<file path="src/design/dmx_pkg.sv">
// constants and carrier types for the divide and multiply crosspoint generator
package dmx_pkg;

  // time pulse positions, T01 sits in bit 0 of the one-hot time-pulse vector
  localparam int TP_W = 12;
  localparam int T01 = 0;
  localparam int T02 = 1;
  localparam int T03 = 2;
  localparam int T04 = 3;
  localparam int T05 = 4;
  localparam int T06 = 5;
  localparam int T08 = 7;
  localparam int T10 = 9;
  localparam int T11 = 10;

  // groups of time pulses used by the decoders
  localparam logic [TP_W-1:0] TPM_DIV_ONE_LATER = 12'h248;   // T04 T07 T10
  localparam logic [TP_W-1:0] TPM_DIV_TWO_LATER = 12'h490;   // T05 T08 T11
  localparam logic [TP_W-1:0] TPM_DIV_THREE_LATER = 12'h920; // T06 T09 T12
  localparam logic [TP_W-1:0] TPM_PRIOR_CLEAR = 12'h492;     // T02 T05 T08 T11
  localparam logic [TP_W-1:0] TPM_ODD = 12'h555;             // T01 .. T11 odd
  localparam logic [TP_W-1:0] TPM_MP1_EVEN = 12'h2AA;        // T02 .. T10 even
  localparam logic [TP_W-1:0] TPM_MP3_EVEN = 12'h005;        // T01 T03

  // multiplier bits of register L, numbered 1 .. 16
  localparam int LREG_W = 16;
  localparam int L_BIT_HI = 15;
  localparam int L_BIT_MID = 2;
  localparam int L_BIT_LO = 1;

  // multiplier-bit states, ordered {bit 15, bit 2, bit 1}
  localparam logic [2:0] LS_001 = 3'h1;
  localparam logic [2:0] LS_010 = 3'h2;
  localparam logic [2:0] LS_011 = 3'h3;
  localparam logic [2:0] LS_100 = 3'h4;
  localparam logic [2:0] LS_101 = 3'h5;
  localparam logic [2:0] LS_110 = 3'h6;
  localparam logic [2:0] LS_111 = 3'h7;

  // branch flip-flop pair bit that splits 0X from 1X
  localparam int BR_HI = 1;

  // reset value of every flip-flop in the block
  localparam logic RST_VAL = 1'h0;

  typedef struct packed {
    logic divide_cmd_all_stages;
    logic divide_cmd_later_stages;
    logic divide_final_subcmd;
    logic div_sub_zero;
    logic div_sub_one;
    logic divide_active;
    logic mult_sub_zero;
    logic mult_sub_one;
    logic mult_sub_three;
  } dmx_cmd_t;

  typedef struct packed {
    logic div_xpoint_one;
    logic div_xpoint_two;
    logic div_xpoint_three;
    logic divide_stage_step;
    logic mult_odd_xpoint;
    logic mult_even_xpoint;
    logic mult_xpoint_a;
    logic mult_xpoint_b;
    logic mult_xpoint_c;
    logic mult_carry_ctl;
    logic mult_carry_in_xpoint;
    logic xpoint_t2_b;
    logic xpoint_t8_ten;
  } dmx_xp_t;

  typedef struct packed {
    logic adder_to_x;
    logic lreg_to_g_shift;
    logic read_b;
    logic write_y_shifted;
    logic write_y;
    logic read_g;
    logic test_sign_u;
    logic write_l;
    logic read_u;
    logic write_b;
    logic clear_x_conditional;
    logic read_b_one_fill;
    logic read_c;
    logic carry_in_pulse;
    logic g_to_l_shift;
    logic write_a_l_shift;
    logic mult_carry_ctl;
    logic eac_inhibit_pulse;
    logic eac_release_pulse;
  } dmx_cp_t;

endpackage

</file>
<file path="src/design/dmx_crosspoint_gen.sv">
// divide and multiply crosspoint generator with its control-pulse gates
`timescale 1ns/1ns

module dmx_crosspoint_gen (
  input wire logic clk_sys,
  input wire logic resetn,
  input wire logic [dmx_pkg::TP_W-1:0] time_pulse,
  input wire dmx_pkg::dmx_cmd_t cmd,
  input wire logic twelfth_use_flag,
  input wire logic phase_four,
  input wire logic [1:0] branch_ff_pair,
  input wire logic [dmx_pkg::LREG_W:1] lreg,
  input wire logic xpoint_t2_seven,
  input wire logic xpoint_t2_b_raw,
  input wire logic xpoint_t8_ten_raw,
  output dmx_pkg::dmx_xp_t xp,
  output dmx_pkg::dmx_cp_t cp,
  output logic prior_step_ff,
  output logic eac_blocked,
  output logic time_pulse_fault
);
  import dmx_pkg::*;

  ////////////////////////////////////////////////////////////////////////////
  // helpers

  // true when the present time pulse is one of the group in mask
  function automatic logic tp_in(input logic [TP_W-1:0] tp, input logic [TP_W-1:0] mask);
    tp_in = |(tp & mask);
  endfunction

  // true when the vector has exactly one bit set
  function automatic logic one_hot(input logic [TP_W-1:0] v);
    logic [TP_W-1:0] low;
    low = v - 12'h001;
    one_hot = (v != '0) && ((v & low) == '0);
  endfunction

  // multiplier-bit state to {shifted write, read b, carry in, carry control}
  function automatic logic [3:0] ls_step(input logic [2:0] s);
    unique case (s)
      3'h0: ls_step = 4'h0;
      LS_001: ls_step = 4'h4;
      LS_010: ls_step = 4'hC;
      LS_011: ls_step = 4'h3;
      LS_100: ls_step = 4'h4;
      LS_101: ls_step = 4'hC;
      LS_110: ls_step = 4'h3;
      LS_111: ls_step = 4'h1;
    endcase
  endfunction

  ////////////////////////////////////////////////////////////////////////////
  // time pulse qualification

  logic tp_ok;
  logic [TP_W-1:0] tp;
  logic fault_d;

  // a broken timing chain must not fire several register strobes at once
  always_comb begin
    tp_ok = one_hot(time_pulse);
    tp = tp_ok ? time_pulse : '0;
    fault_d = (time_pulse != '0) && !tp_ok;
  end

  ////////////////////////////////////////////////////////////////////////////
  // divide crosspoints

  logic special_div_en;
  logic dv_one;
  logic dv_two;
  logic dv_three;
  logic dv_stage;

  always_comb begin
    // subinstruction zero runs on the conventional circuits,
    // so the special circuit stays quiet there
    special_div_en = !cmd.div_sub_zero;
    dv_one = 1'h0;
    dv_two = 1'h0;
    dv_three = 1'h0;
    dv_stage = 1'h0;
    if (special_div_en) begin
      if (cmd.divide_cmd_all_stages && tp[T01]) begin
        dv_one = 1'h1;
      end
      if (cmd.divide_cmd_later_stages && tp_in(tp, TPM_DIV_ONE_LATER)) begin
        dv_one = 1'h1;
      end
      if (cmd.divide_final_subcmd && tp[T04]) begin
        dv_one = 1'h1;
      end
      if (cmd.divide_cmd_all_stages && tp[T02]) begin
        dv_two = 1'h1;
      end
      if (cmd.divide_cmd_later_stages && tp_in(tp, TPM_DIV_TWO_LATER)) begin
        dv_two = 1'h1;
      end
      if (cmd.divide_cmd_later_stages && twelfth_use_flag && tp_in(tp, TPM_DIV_THREE_LATER)) begin
        dv_three = 1'h1;
      end
    end
    // the stage step is involuntary through every divide subinstruction
    if (cmd.divide_active && tp[T03]) begin
      dv_stage = 1'h1;
      dv_three = 1'h1;
    end
  end

  ////////////////////////////////////////////////////////////////////////////
  // multiply crosspoints

  logic [2:0] lstate;
  logic mp_odd;
  logic mp_even;
  logic mp_a;
  logic mp_b;
  logic mp_c;
  logic mp_cctl;
  logic mp_cin;
  logic [3:0] ls_bits;

  always_comb begin
    lstate = {lreg[L_BIT_HI], lreg[L_BIT_MID], lreg[L_BIT_LO]};
    mp_odd = (cmd.mult_sub_one && tp_in(tp, TPM_ODD))
      || (cmd.mult_sub_three && xpoint_t2_seven && tp[T02]);
    mp_even = (cmd.mult_sub_one && tp_in(tp, TPM_MP1_EVEN))
      || (cmd.mult_sub_three && tp_in(tp, TPM_MP3_EVEN));
    // step pulses ride only on the odd crosspoint
    ls_bits = ls_step(lstate);
    mp_b = mp_odd && ls_bits[3];
    mp_a = mp_odd && !ls_bits[3];
    mp_c = mp_odd && ls_bits[2];
    mp_cin = mp_odd && ls_bits[1];
    mp_cctl = mp_odd && ls_bits[0];
  end

  ////////////////////////////////////////////////////////////////////////////
  // involuntary crosspoint gating and adder carry mode pulses

  logic inv_t2_b;
  logic inv_t8_ten;
  logic eac_on;
  logic eac_off;

  always_comb begin
    inv_t2_b = xpoint_t2_b_raw && !cmd.mult_sub_one && !cmd.mult_sub_three;
    inv_t8_ten = xpoint_t8_ten_raw && !cmd.mult_sub_one;
    eac_on = cmd.mult_sub_zero && tp[T10];
    eac_off = cmd.mult_sub_three && tp[T06];
  end

  ////////////////////////////////////////////////////////////////////////////
  // control pulse gates

  dmx_xp_t xp_d;
  dmx_cp_t cp_d;
  logic sign_test;

  always_comb begin
    xp_d = '0;
    xp_d.div_xpoint_one = dv_one;
    xp_d.div_xpoint_two = dv_two;
    xp_d.div_xpoint_three = dv_three;
    xp_d.divide_stage_step = dv_stage;
    xp_d.mult_odd_xpoint = mp_odd;
    xp_d.mult_even_xpoint = mp_even;
    xp_d.mult_xpoint_a = mp_a;
    xp_d.mult_xpoint_b = mp_b;
    xp_d.mult_xpoint_c = mp_c;
    xp_d.mult_carry_ctl = mp_cctl;
    xp_d.mult_carry_in_xpoint = mp_cin;
    xp_d.xpoint_t2_b = inv_t2_b;
    xp_d.xpoint_t8_ten = inv_t8_ten;

    // shared control pulses are simple ORs of their crosspoints
    cp_d = '0;
    cp_d.adder_to_x = dv_one || mp_odd;
    cp_d.lreg_to_g_shift = dv_one || mp_odd;
    cp_d.read_b = dv_one || mp_c;
    cp_d.write_y_shifted = dv_one || mp_b;
    cp_d.write_y = mp_a;
    cp_d.read_g = dv_two;
    sign_test = dv_two;
    cp_d.test_sign_u = sign_test;
    cp_d.write_l = dv_two;
    cp_d.read_u = dv_three || mp_even;
    cp_d.write_b = dv_three;
    // on a phase-four sign test, exactly one of the two, picked by the upper branch flip-flop
    cp_d.clear_x_conditional = sign_test && phase_four && !branch_ff_pair[BR_HI];
    cp_d.read_b_one_fill = sign_test && phase_four && branch_ff_pair[BR_HI];
    cp_d.read_c = mp_cin;
    cp_d.carry_in_pulse = mp_cin;
    cp_d.g_to_l_shift = mp_even;
    cp_d.write_a_l_shift = mp_even;
    cp_d.mult_carry_ctl = mp_cctl;
    cp_d.eac_inhibit_pulse = eac_on;
    cp_d.eac_release_pulse = eac_off;
  end

  ////////////////////////////////////////////////////////////////////////////
  // prior-step flop

  logic prior_d;
  logic prior_q;

  always_comb begin
    prior_d = prior_q;
    // set wins over clear; the clear pulses never coincide with a set anyway
    if (dv_one) begin
      prior_d = 1'h1;
    end else if (tp_in(tp, TPM_PRIOR_CLEAR)) begin
      prior_d = 1'h0;
    end
  end

  always_ff @(posedge clk_sys or negedge resetn) begin
    if (!resetn) begin
      prior_q <= RST_VAL;
    end else begin
      prior_q <= prior_d;
    end
  end

  ////////////////////////////////////////////////////////////////////////////
  // end-around-carry block flop of the adder

  logic eac_d;
  logic eac_q;

  always_comb begin
    eac_d = eac_q;
    // inhibit wins, so a clash can never reopen end-around carry inside a multiply
    if (eac_on) begin
      eac_d = 1'h1;
    end else if (eac_off) begin
      eac_d = 1'h0;
    end
  end

  always_ff @(posedge clk_sys or negedge resetn) begin
    if (!resetn) begin
      eac_q <= RST_VAL;
    end else begin
      eac_q <= eac_d;
    end
  end

  ////////////////////////////////////////////////////////////////////////////
  // output registers: every pulse is delayed one clock so all line up

  dmx_xp_t xp_q;
  dmx_cp_t cp_q;
  logic fault_q;

  always_ff @(posedge clk_sys or negedge resetn) begin
    if (!resetn) begin
      xp_q <= '0;
      cp_q <= '0;
      fault_q <= RST_VAL;
    end else begin
      xp_q <= xp_d;
      cp_q <= cp_d;
      fault_q <= fault_d;
    end
  end

  // flop outputs share the edge with the registered crosspoint one
  always_comb begin
    xp = xp_q;
    cp = cp_q;
    prior_step_ff = prior_q;
    eac_blocked = eac_q;
    time_pulse_fault = fault_q;
  end

endmodule

</file>
<file path="config.mk">
export PLATFORM = sky130hd
export DESIGN_NAME = dmx_crosspoint_gen
export DESIGN_NICKNAME = d
export VERILOG_FILES = /design/src/design/dmx_pkg.sv /design/src/design/dmx_crosspoint_gen.sv
export SDC_FILE = /design/constraint.sdc
export NUM_CORES = 1
export LEC_CHECK = 0
export BUFFER_PORTS_ARGS = -buffer_cell sky130_fd_sc_hd__buf_4
export CAP_MARGIN = 5
export CORE_MARGIN = 2
export CORE_UTILIZATION = 45
export CTS_CLUSTER_DIAMETER = 100
export DETAILED_ROUTE_END_ITERATION = 10
export PLACE_DENSITY_LB_ADDON = 0.1
export SYNTH_ARGS = -nofsm -noshare
export SYNTH_HDL_FRONTEND = slang
export SYNTH_SLANG_ARGS = --single-unit
</file>
<file path="constraint.sdc">
create_clock -name clk_sys -period 1.7 [get_ports clk_sys]
set_clock_uncertainty 0.15 [all_clocks]
set_input_delay 0.34 -clock clk_sys [delete_from_list [all_inputs] [get_ports clk_sys]]
set_output_delay 0.34 -clock clk_sys [all_outputs]
set_load 0.005 [all_outputs]
</file>
==> summary.txt, run 1 <==
Run status
  – Status: finished with violations
  – Failing checks: negative setup slack

Clocking
  – CTS tree: built
  – CTS Sinks: 24
  – Root Driver: clkbuf_4
  – # H-tree levels: 1
  – Clock Latency Late Sink: 300 ps
  – CTS Buf Count: 3
  – Longest Clk Path Bufs: 2
  – Worst-path clk slew: 130 ps

Timing
  – Slew of the pin with the lowest slew margin: 588 ps
  – Max-slew violation count: 0
  – Max Clock Freq: 466 MHz
  – Setup slack after layout: -447 ps
  – Tcrit/Tclk final: 1.26
  – Final setup violation count: 22
  – Min Tclk post-route: 2150 ps
  – Number of failing hold endpoints at the final stage: 0
  – RSZ-0062 raised after global routing: yes
  – Max-slew headroom: 0.607

Worst setup path
  – WS Path Type: primary input to flop
  – Crit path max fanout: 5
  – Largest stage delay on the critical path: 560 ps
  – Critical Path, Cell by Cell: buf_6, or4_4, or2_4, o311a_4, or3_4, a32o_1
  – WP data required: 1760 ps
  – Crit-path slowest cell: or4_4
  – CP top delay family: simple AND/OR/NAND/NOR gates
  – Bufs and invs on worst path: 1
  – Worst EP arrival: 2210 ps
  – CP Capture Type: flop
  – Startpoint Class: primary input

Routing
  – # DRC: 0
  – Total number of vias: 1256
  – Via density: 5.39
  – Drt wl/cell: 16.0 um
  – Antenna viol nets, final: 0
  – DRT Pass-1 Iters: 4
  – Drt total wl: 3720 um
  – Starting DRT DRC Count: 39

Synth
  – Synth top area share: 0.465
  – Asr flop ratio synth: 1.00
  – Syn_area_per_cell: 10.9 um^2
  – Gate Count Post-Synth: 118
  – Predominant post-synthesis flop cell: dfrtp_1
  – Post-synthesis sequential area ratio: 0.465
  – Post-synth cell types: 44
  – Synthesized area: 1290 um^2
  – Synthesized Nets: 167
  – Synth area leaders: dfrtp_1 (47%), buf_4 (6.4%), ha_1 (2.9%)
  – Yosys top cell by area: dfrtp_1
  – Yosys reg bits: 24
  – Post-synth EDFFs: 0
  – Synth warn: 0

Global route
  – Vias in the first global route: 1148
  – Initial antenna violation count: 0
  – Gr usage total: 0.217
  – Overflow after GRT: 0
  – Largest net degree at the start of global routing: 25
  – First-pass GRT wire length: 5560 um

Placement
  – PortBufs: 65
  – Placed instance count: 221
  – Post-DP HPWL: 2640 um
  – Post-placement worst setup slack: -788 ps
  – Placer Congestion: 0.865

Floorplanning
  – Io pins: 81
  – Die Y: 57.6 um
  – Initial Utilization: 0.472
  – DIE AREA: 3310 um^2
  – Die Width: 57.6 um
  – Row cnt: 19
  – Core area: 2730 um^2

Layout
  – P&R area growth vs syn: 64.1%
  – Nets@finish: 253
  – Share of cells above drive strength 1: 0.594
  – Commonest non-fill, non-tap cell in the layout: buf_4
  – Leading cell types in the layout, fill and taps excluded: buf_4 (81), dfrtp_1 (24), buf_6 (12)
  – Ant diodes: 0
  – Fin cells: 233

Hold path
  – Hold Path Class: primary input to flop

Power
  – Pleak: 1.08 nW
  – PwrDens: 501 nW/um^2
  – Total power: 1.06 mW
  – Maximum VDD drop: 0.499 mV

Flow run
  – Max Cap Viol: 0
-- through the flow --
stage	instance area (um^2)	TNS [ps]	util	hold slack, ps
floorplan	1300	-8700	-	-106
detailed placement	1890	-14940	0.692	101
global route	2120	-8190	0.775	36.6
finish	2120	-7630	0.775	51.3
CTS	2060	-7030	0.752	47.7
global placement	1890	-14590	0.692	95.4
-- report_power, final --
group          switching (mW)  total (mW)  leakage [nW]  internal [mW]
sequential            0.00194       0.577         0.328          0.575
combinational           0.116       0.237         0.738          0.122
clock                   0.165       0.247        0.0138         0.0826
total                   0.282        1.06          1.08          0.779
-- cell type report --
type                       instances  area [um^2]
inverter                           4         15.0
multi-input combinational         77          688
sequential                        24          601
clock buffer                       3         22.5
timing repair buffer              94          753
tap                               31         38.8
fill                             184          616
-- cells by family after synthesis --
logic type | Yosys count | share of synthesized area
AOI/OAI and AO/OA | 24 | 0.145
xor gates and xnor gates | 1 | 0.0126
adders and majority gates | 6 | 0.0523
buffers and inverters | 17 | 0.0814
DFF | 24 | 0.465
muxes | 4 | 0.0320
and+or+nand+nor | 42 | 0.211
-- worst register-to-register path, stage by stage (launching register included) --
cell     delay [ps]
dfrtp_1         420
a31o_2          200
mux2_2          250
-- sequential cells by signal (all words and copies together), names as in the netlist --
| signal | cells |
|---|---|
| cp | 14 |
| eac_blocked | 1 |
| xp | 7 |
| time_pulse_fault | 1 |
| prior_step_ff | 1 |
-- synth_stat cells, drive strengths merged, types with 2 or more instances --
master,n
buf,12
o21ai,5
a21boi,3
ha,3
or3,3
and2,4
inv,4
or4,2
dfrtp,24
a2111oi,2
mux2i,3
nor2b,5
nor3,7
maj3,3
nand2,6
and3,2
nor2,4
nor4,5
-- path summary, 6_finish.rpt --
kind	start	end	slack (ps)	cells after the start
max	time_pulse[0]	eac_blocked	-450	6
min	cmd[1]	xp[0]	50	2
max reg2reg	prior_step_ff	prior_step_ff	590	2
min reg2reg	eac_blocked	eac_blocked	400	1
max in group asynchronous	resetn	xp[4]	880	2
min in group asynchronous	resetn	cp[9]	300	2
-- timing repair --
action,CTS,global route
gates resized for setup,22,15
endpoints found under the hold margin,24,0
buffers inserted,6,3
setup endpoints to repair,22,22
gates cloned,0,1
pin swaps,5,7
hold buffers,1,0
-- metal layers --
metal	global-route usage	part of all wire
met1	0.304	0.40
met2	0.356	0.52
met3	0.0363	0.074
met4	0.0432	0.0091
met5	0	0
Power figures use the tool's default switching activity.
==> run 2, diff against run 1 <==
- CORE_ASPECT_RATIO: not set -> 1.25
==> run 2 against run 1 <==
  * The run still ends with negative setup slack left
  * Via count shrank 4.4%
  * Critical path depth unchanged
  * Cell area fell by 6.0%
  * Clock power shrank 6%
  * Combinational power shrank 8.9%
  * Sequential share of layout area up 1.8 points
  * Sequential power about the same
  * Sequential cell count is the same
  * Wire length down 15%
  * Global-route usage fell by 0.77 points
==> summary.txt, run 2 (same netlist as run 1, synthesis figures left out) <==
Placement
  – Post-DP HPWL: 2580 um (-2.2%)
  – Placed instance count: 224 (+1.4%)
  – Placer Congestion: 0.892 (+3.1%)
  – PortBufs: 65 (unchanged)
  – Post-placement worst setup slack: -757 ps (+31.3 ps)
  – Placement Cell Area: 1890 um^2 (+0.20%)

Worst setup path
  – R2R depth: 2 (unchanged)
  – CP Capture Type: flop
  – WS Path Type: primary input to flop
  – Largest stage delay on the critical path: 560 ps (about the same)
  – Critical Path, Cell by Cell: buf_6, or4_4, or2_4, o311a_4, or3_4, a32o_1
  – Startpoint Class: primary input
  – Crit path max fanout: 4 (-1)
  – WP data required: 1760 ps (about the same)
  – Crit-path slowest cell: or4_4
  – Worst EP arrival: 2150 ps (-60 ps)

Power
  – Power share of the combinational group: 0.211 (-0.013)
  – PwrDens: 515 nW/um^2 (+2.8%)
  – Clock power share: 0.227 (-0.006)
  – Maximum VDD drop: 0.387 mV (-22%)
  – Int Pwr: 0.772 mW (-0.95%)
  – NetSw: 0.254 mW (-10%)
  – Switching share of total power: 0.247 (-0.0188)
  – Sequential power share: 0.562 (+0.019)
  – Pleak: 1.03 nW (-4.9%)

Global route
  – First-pass GRT wire length: 5180 um (-6.8%)
  – Busiest layer in global routing: met2
  – Initial antenna violation count: 0 (unchanged)
  – GRT met3 Usage: 0.0280 (-0.00824)
  – Met2 Use GR: 0.380 (+0.0242)
  – Largest net degree at the start of global routing: 25 (unchanged)
  – Vias in the first global route: 1213 (+5.7%)
  – Overflow after GRT: 0 (unchanged)
  – Grt met1 use: 0.231 (-0.0730)
  – Gr usage total: 0.209 (-0.00772)

Flow run
  – Max Cap Viol: 0 (unchanged)

Routing
  – Via density: 5.24 (-2.7%)
  – Starting DRT DRC Count: 13 (-67%)
  – Drt wl/cell: 13.8 um (-14%)
  – Drt total wl: 3160 um (-15%)
  – DRT Pass-1 Iters: 4 (unchanged)
  – # DRC: 0 (unchanged)
  – Antenna viol nets, final: 0 (unchanged)
  – Total number of vias: 1201 (-4.4%)

Floorplanning
  – Io pins: 81 (unchanged)
  – Row cnt: 21 (+2)
  – Initial Utilization: 0.477 (+0.00480)
  – DIE AREA: 3320 um^2 (about the same)
  – Core area: 2710 um^2 (-1.0%)
  – Die Width: 51.9 um (-9.8%)
  – Die Y: 63.9 um (+11%)

Clocking
  – Longest Clk Path Bufs: 2 (unchanged)
  – Worst-path clk slew: 120 ps (about the same)
  – CTS tree: built
  – # H-tree levels: 1 (unchanged)
  – CTS Sinks: 24 (unchanged)
  – Clock Latency Late Sink: 300 ps (about the same)
  – Root Driver: clkbuf_4
  – CTS Buf Count: 3 (unchanged)

Hold path
  – Hold Path Class: primary input to flop
  – Hold depth: 2 (unchanged)

Layout
  – Final Util: 0.736 (-0.0393)
  – P&R area growth vs syn: 54.2%
  – Fin cells: 229 (-1.7%)
  – Post-route design area: 1990 um^2 (-6.0%)
  – Share of cells above drive strength 1: 0.549 (-0.0453)
  – Leading cell types in the layout, fill and taps excluded: buf_4 (81), dfrtp_1 (24), nand2_1 (6)
  – Largest register FFs: 14 (unchanged)
  – Nets@finish: 246 (-2.8%)
  – Commonest non-fill, non-tap cell in the layout: buf_4
  – Ant diodes: 0 (unchanged)

Timing
  – Tcrit/Tclk final: 1.23 (-0.0324)
  – RSZ-0062 raised after global routing: yes
  – Slew of the pin with the lowest slew margin: 466 ps (-122 ps)
  – Max-slew violation count: 0 (unchanged)
  – Max-slew headroom: 0.689 (+0.0814)
  – Worst hold margin: 62.5 ps (+11.2 ps)
  – Setup slack after layout: -392 ps (+55.1 ps)
  – Min Tclk post-route: 2090 ps (-55.1 ps)
  – Number of failing hold endpoints at the final stage: 0 (unchanged)
  – Final setup violation count: 22 (unchanged)
  – Max Clock Freq: 478 MHz (+2.6%)

Run status
  – Failing checks: negative setup slack
  – Status: finished with violations
run 2: cell count changes in the layout (fill, tap and decap cells not counted), sizes merged:
cell	before	now
buf	93	86
run 2: worst paths after layout:
check / from / endpoint / slack [ps]
worst max-delay path: time_pulse[0] / eac_blocked / -390
worst min-delay path: cmd[1] / xp[0] / 60
worst max register to register: prior_step_ff / prior_step_ff / 580
worst min register to register: eac_blocked / eac_blocked / 370
max in group asynchronous: resetn / xp[1] / 880
min in group asynchronous: resetn / cp[9] / 300
run 2: layout make-up:
cell class / instances / area (um^2)
clock buffer: 3 / 22.5
fill: 205 / 716
inverter: 4 / 15.0
multi-input combinational: 77 / 636
sequential: 24 / 601
tap: 34 / 42.5
timing repair buffer: 87 / 674
run 2: timing repair:
action                                 in CTS  in global routing
hold buffers                                1                  0
gates cloned                                0                  0
setup endpoints to repair                  22                 22
setup buffers                               1                  0
pin swaps                                   4                  1
endpoints found under the hold margin      24                  0
resized for setup                          15                  1
run 2: power by group through the flow:
stage | logic, mW | registers, mW | clock network [mW]
2_1_floorplan | 0.0636 | 0.588 | 0
3_3_place_gp | 0.198 | 0.588 | 0
3_5_place_dp | 0.205 | 0.588 | 0
4_1_cts | 0.217 | 0.577 | 0.240
5_1_grt | 0.236 | 0.577 | 0.269
6_report | 0.216 | 0.577 | 0.232
run 2: per-layer routing:
metal,vias to the layer above,wire length (um)
met3,6,237
met2,59,1740
met4,0,61
met5,-,0
met1,562,1130
li1,574,-
run 2: metrics by stage:
step,power (mW),TNS [ps]
global placement,0.785,-13830
finish,1.03,-6000
floorplan,0.652,-8700
global route,1.08,-7000
CTS,1.03,-5730
detailed placement,0.792,-14270
run 2: worst max-delay path, delay by kind of cell:
family	cells	cell delay (ps)
buffers and inverters	1	90
AND/OR/NAND/NOR	3	1170
AO/OA/AOI/OAI	2	550
==> run 3, diff against run 2 <==
- CORE_ASPECT_RATIO: 1.25 -> not set
- CORE_UTILIZATION: 45 -> 42
- clock period: 1.7 -> 2.22 ns (I/O delays scaled with it)
==> run 3 against run 2 <==
  * Largest power group unchanged
  * Cell count decreased by 0.87%
  * The run still ends with negative setup slack left
  * Largest cell class unchanged
  * Highest routed layer unchanged
  * Sequential share of layout area is 0.23 points higher
  * Via count fell by 1.9%
  * Hold slack improved by 100 ps
  * Sequential power is 23% lower
  * Die area rose by 6.5%
  * Count of clock-buffer cells in the layout stayed put
  * First-iteration DRC count rose by 120%
==> summary.txt, run 3 (same netlist as run 1, synthesis figures left out) <==
Run status
  – Status: finished with violations
  – Failing checks: negative setup slack

Routing
  – Via density: 5.19 (-1.1%)
  – DRT Pass-1 Iters: 4 (unchanged)
  – Antenna viol nets, final: 0 (unchanged)
  – # DRC: 0 (unchanged)
  – Drt total wl: 3060 um (-3.2%)
  – Drt wl/cell: 13.5 um (-2.4%)
  – Total number of vias: 1178 (-1.9%)
  – Starting DRT DRC Count: 28 (+15)

Clocking
  – Longest Clk Path Bufs: 2 (unchanged)
  – CTS Buf Count: 3 (unchanged)
  – Worst-path clk slew: 120 ps (about the same)
  – CTS tree: built
  – Clock Latency Late Sink: 300 ps (about the same)
  – Root Driver: clkbuf_4
  – # H-tree levels: 1 (unchanged)
  – CTS Sinks: 24 (unchanged)

Power
  – Pleak: 1.02 nW (-0.75%)
  – PwrDens: 458 nW/um^2 (-11%)
  – Maximum VDD drop: 0.218 mV (-44%)
  – Total power: 0.905 mW (-12%)

Layout
  – Nets@finish: 244 (-0.81%)
  – Fill count: 242 (+18%)
  – Ant diodes: 0 (unchanged)
  – Share of cells above drive strength 1: 0.526 (-0.0229)
  – Largest register FFs: 14 (unchanged)
  – Leading cell types in the layout, fill and taps excluded: buf_4 (81), dfrtp_1 (24), nand2_1 (6)
  – Commonest non-fill, non-tap cell in the layout: buf_4
  – P&R area growth vs syn: 53.0%

Floorplanning
  – Initial Utilization: 0.434 (-0.0435)
  – Die Width: 59.4 um (+15%)
  – Die Y: 59.4 um (-7.0%)
  – Row cnt: 20 (-4.8%)
  – Core area: 2980 um^2 (+10%)
  – Io pins: 81 (unchanged)
  – DIE AREA: 3530 um^2 (+6.5%)

Worst setup path
  – Bufs and invs on worst path: 1 (unchanged)
  – CP Capture Type: flop
  – WP data required: 2280 ps (+520 ps)
  – R2R depth: 2 (unchanged)
  – Crit path max fanout: 6 (+2)
  – Startpoint Class: primary input
  – Largest stage delay on the critical path: 560 ps (about the same)
  – Flop2flop setup slack: 1100 ps (+520 ps)
  – Worst EP arrival: 2290 ps (+140 ps)
  – Crit-path slowest cell: or4_4
  – CP top delay family: simple AND/OR/NAND/NOR gates
  – Critical Path, Cell by Cell: buf_6, or4_4, or2_4, o311a_4, or3_4, a32o_1
  – Reg-to-Reg End: prior_step_ff
  – WS Path Type: primary input to flop
  – Critical R2R Launch: prior_step_ff

Timing
  – Setup slack after layout: -9.06 ps (+383 ps)
  – RSZ-0062 raised after global routing: yes
  – Slew of the pin with the lowest slew margin: 412 ps (-53.6 ps)
  – Max-slew headroom: 0.725 (+0.0365)
  – Max-slew violation count: 0 (unchanged)
  – Tcrit/Tclk final: 1.00
  – Final setup violation count: 1 (-95%)
  – Min Tclk post-route: 2230 ps
  – Number of failing hold endpoints at the final stage: 0 (unchanged)
  – Max Clock Freq: 449 MHz

Global route
  – Largest net degree at the start of global routing: 25 (unchanged)
  – Overflow after GRT: 0 (unchanged)
  – First-pass GRT wire length: 5020 um (-3.0%)
  – Vias in the first global route: 1127 (-7.1%)
  – Gr usage total: 0.188 (-0.0209)
  – Initial antenna violation count: 0 (unchanged)

Placement
  – PortBufs: 65 (unchanged)
  – Placer Congestion: 0.881 (-1.2%)
  – Post-placement worst setup slack: -375 ps (+382 ps)
  – Post-DP HPWL: 2530 um (-1.9%)

Hold path
  – Hold depth: 2 (unchanged)
  – Hold Path Class: primary input to flop
  – Worst min-delay path endpoint: xp[1]
  – HP Start: cmd[1]

Flow run
  – Max Cap Viol: 0 (unchanged)
[run 3: changes by cell type in the layout (fill, tap and decap cells not counted)]
cell,change
bufinv_16,+1
buf_6,-2
maj3_1,+1
a21boi_0,+3
nor4_2,+1
a21boi_2,-3
nor4_4,-1
maj3_2,-1
[run 3: metal layers]
metal	track usage	vias up	wire length, um
met5	0	-	0
met4	0.0584	0	19
met3	0.0328	2	218
met2	0.308	49	1450
met1	0.253	557	1370
li1	-	570	-
[run 3: worst max-delay path by stage]
stage | from | end | slack (ps) | cells past startpoint
3_3_place_gp | time_pulse[0] | eac_blocked | -340 | 6
4_1_cts | time_pulse[1] | eac_blocked | 10 | 6
6_report | time_pulse[0] | eac_blocked | -9 | 6
3_5_place_dp | time_pulse[0] | xp[5] | -380 | 7
5_1_grt | time_pulse[0] | eac_blocked | -20 | 6
2_1_floorplan | time_pulse[0] | prior_step_ff | -230 | 5
[run 3: power by group]
| group | switching (mW) | internal [mW] | total (mW) |
|---|---|---|---|
| Sequential | 0.00138 | 0.440 | 0.442 |
| Clock | 0.123 | 0.182 | 0.305 |
| Combinational | 0.0741 | 0.0836 | 0.158 |
[run 3: final cells by class]
type / instances / area [um^2] / area share
timing repair buffer: 85 / 652 / 0.330
tap: 33 / 41.3 / 0.0209
sequential: 24 / 601 / 0.304
clock buffer: 3 / 22.5 / 0.0114
multi-input combinational: 77 / 614 / 0.311
inverter: 4 / 15.0 / 0.00760
clock inverter: 1 / 30.0 / 0.0152
[run 3: what timing repair did]
| item | in CTS | in global routing |
|---|---|---|
| endpoints found under the hold margin | 24 | 0 |
| buffers inserted | 0 | 0 |
| resized for setup | 3 | 5 |
| hold buffers | 1 | 0 |
| setup endpoints to repair | 5 | 7 |
[run 3: metrics by stage]
stage | hold WS [ps] | std cells | instance area (um^2) | util | setup TNS [ps]
final | 164 | 227 | 1980 | 0.663 | -9.06
after global routing | 145 | 227 | 1980 | 0.663 | -20.4
after CTS | 147 | 227 | 1960 | 0.657 | 0
after detailed placement | 204 | 222 | 1880 | 0.631 | -5590
after global placement | 202 | 222 | 1880 | 0.631 | -5210
after floorplan | -1.59 | 118 | 1300 | - | -492
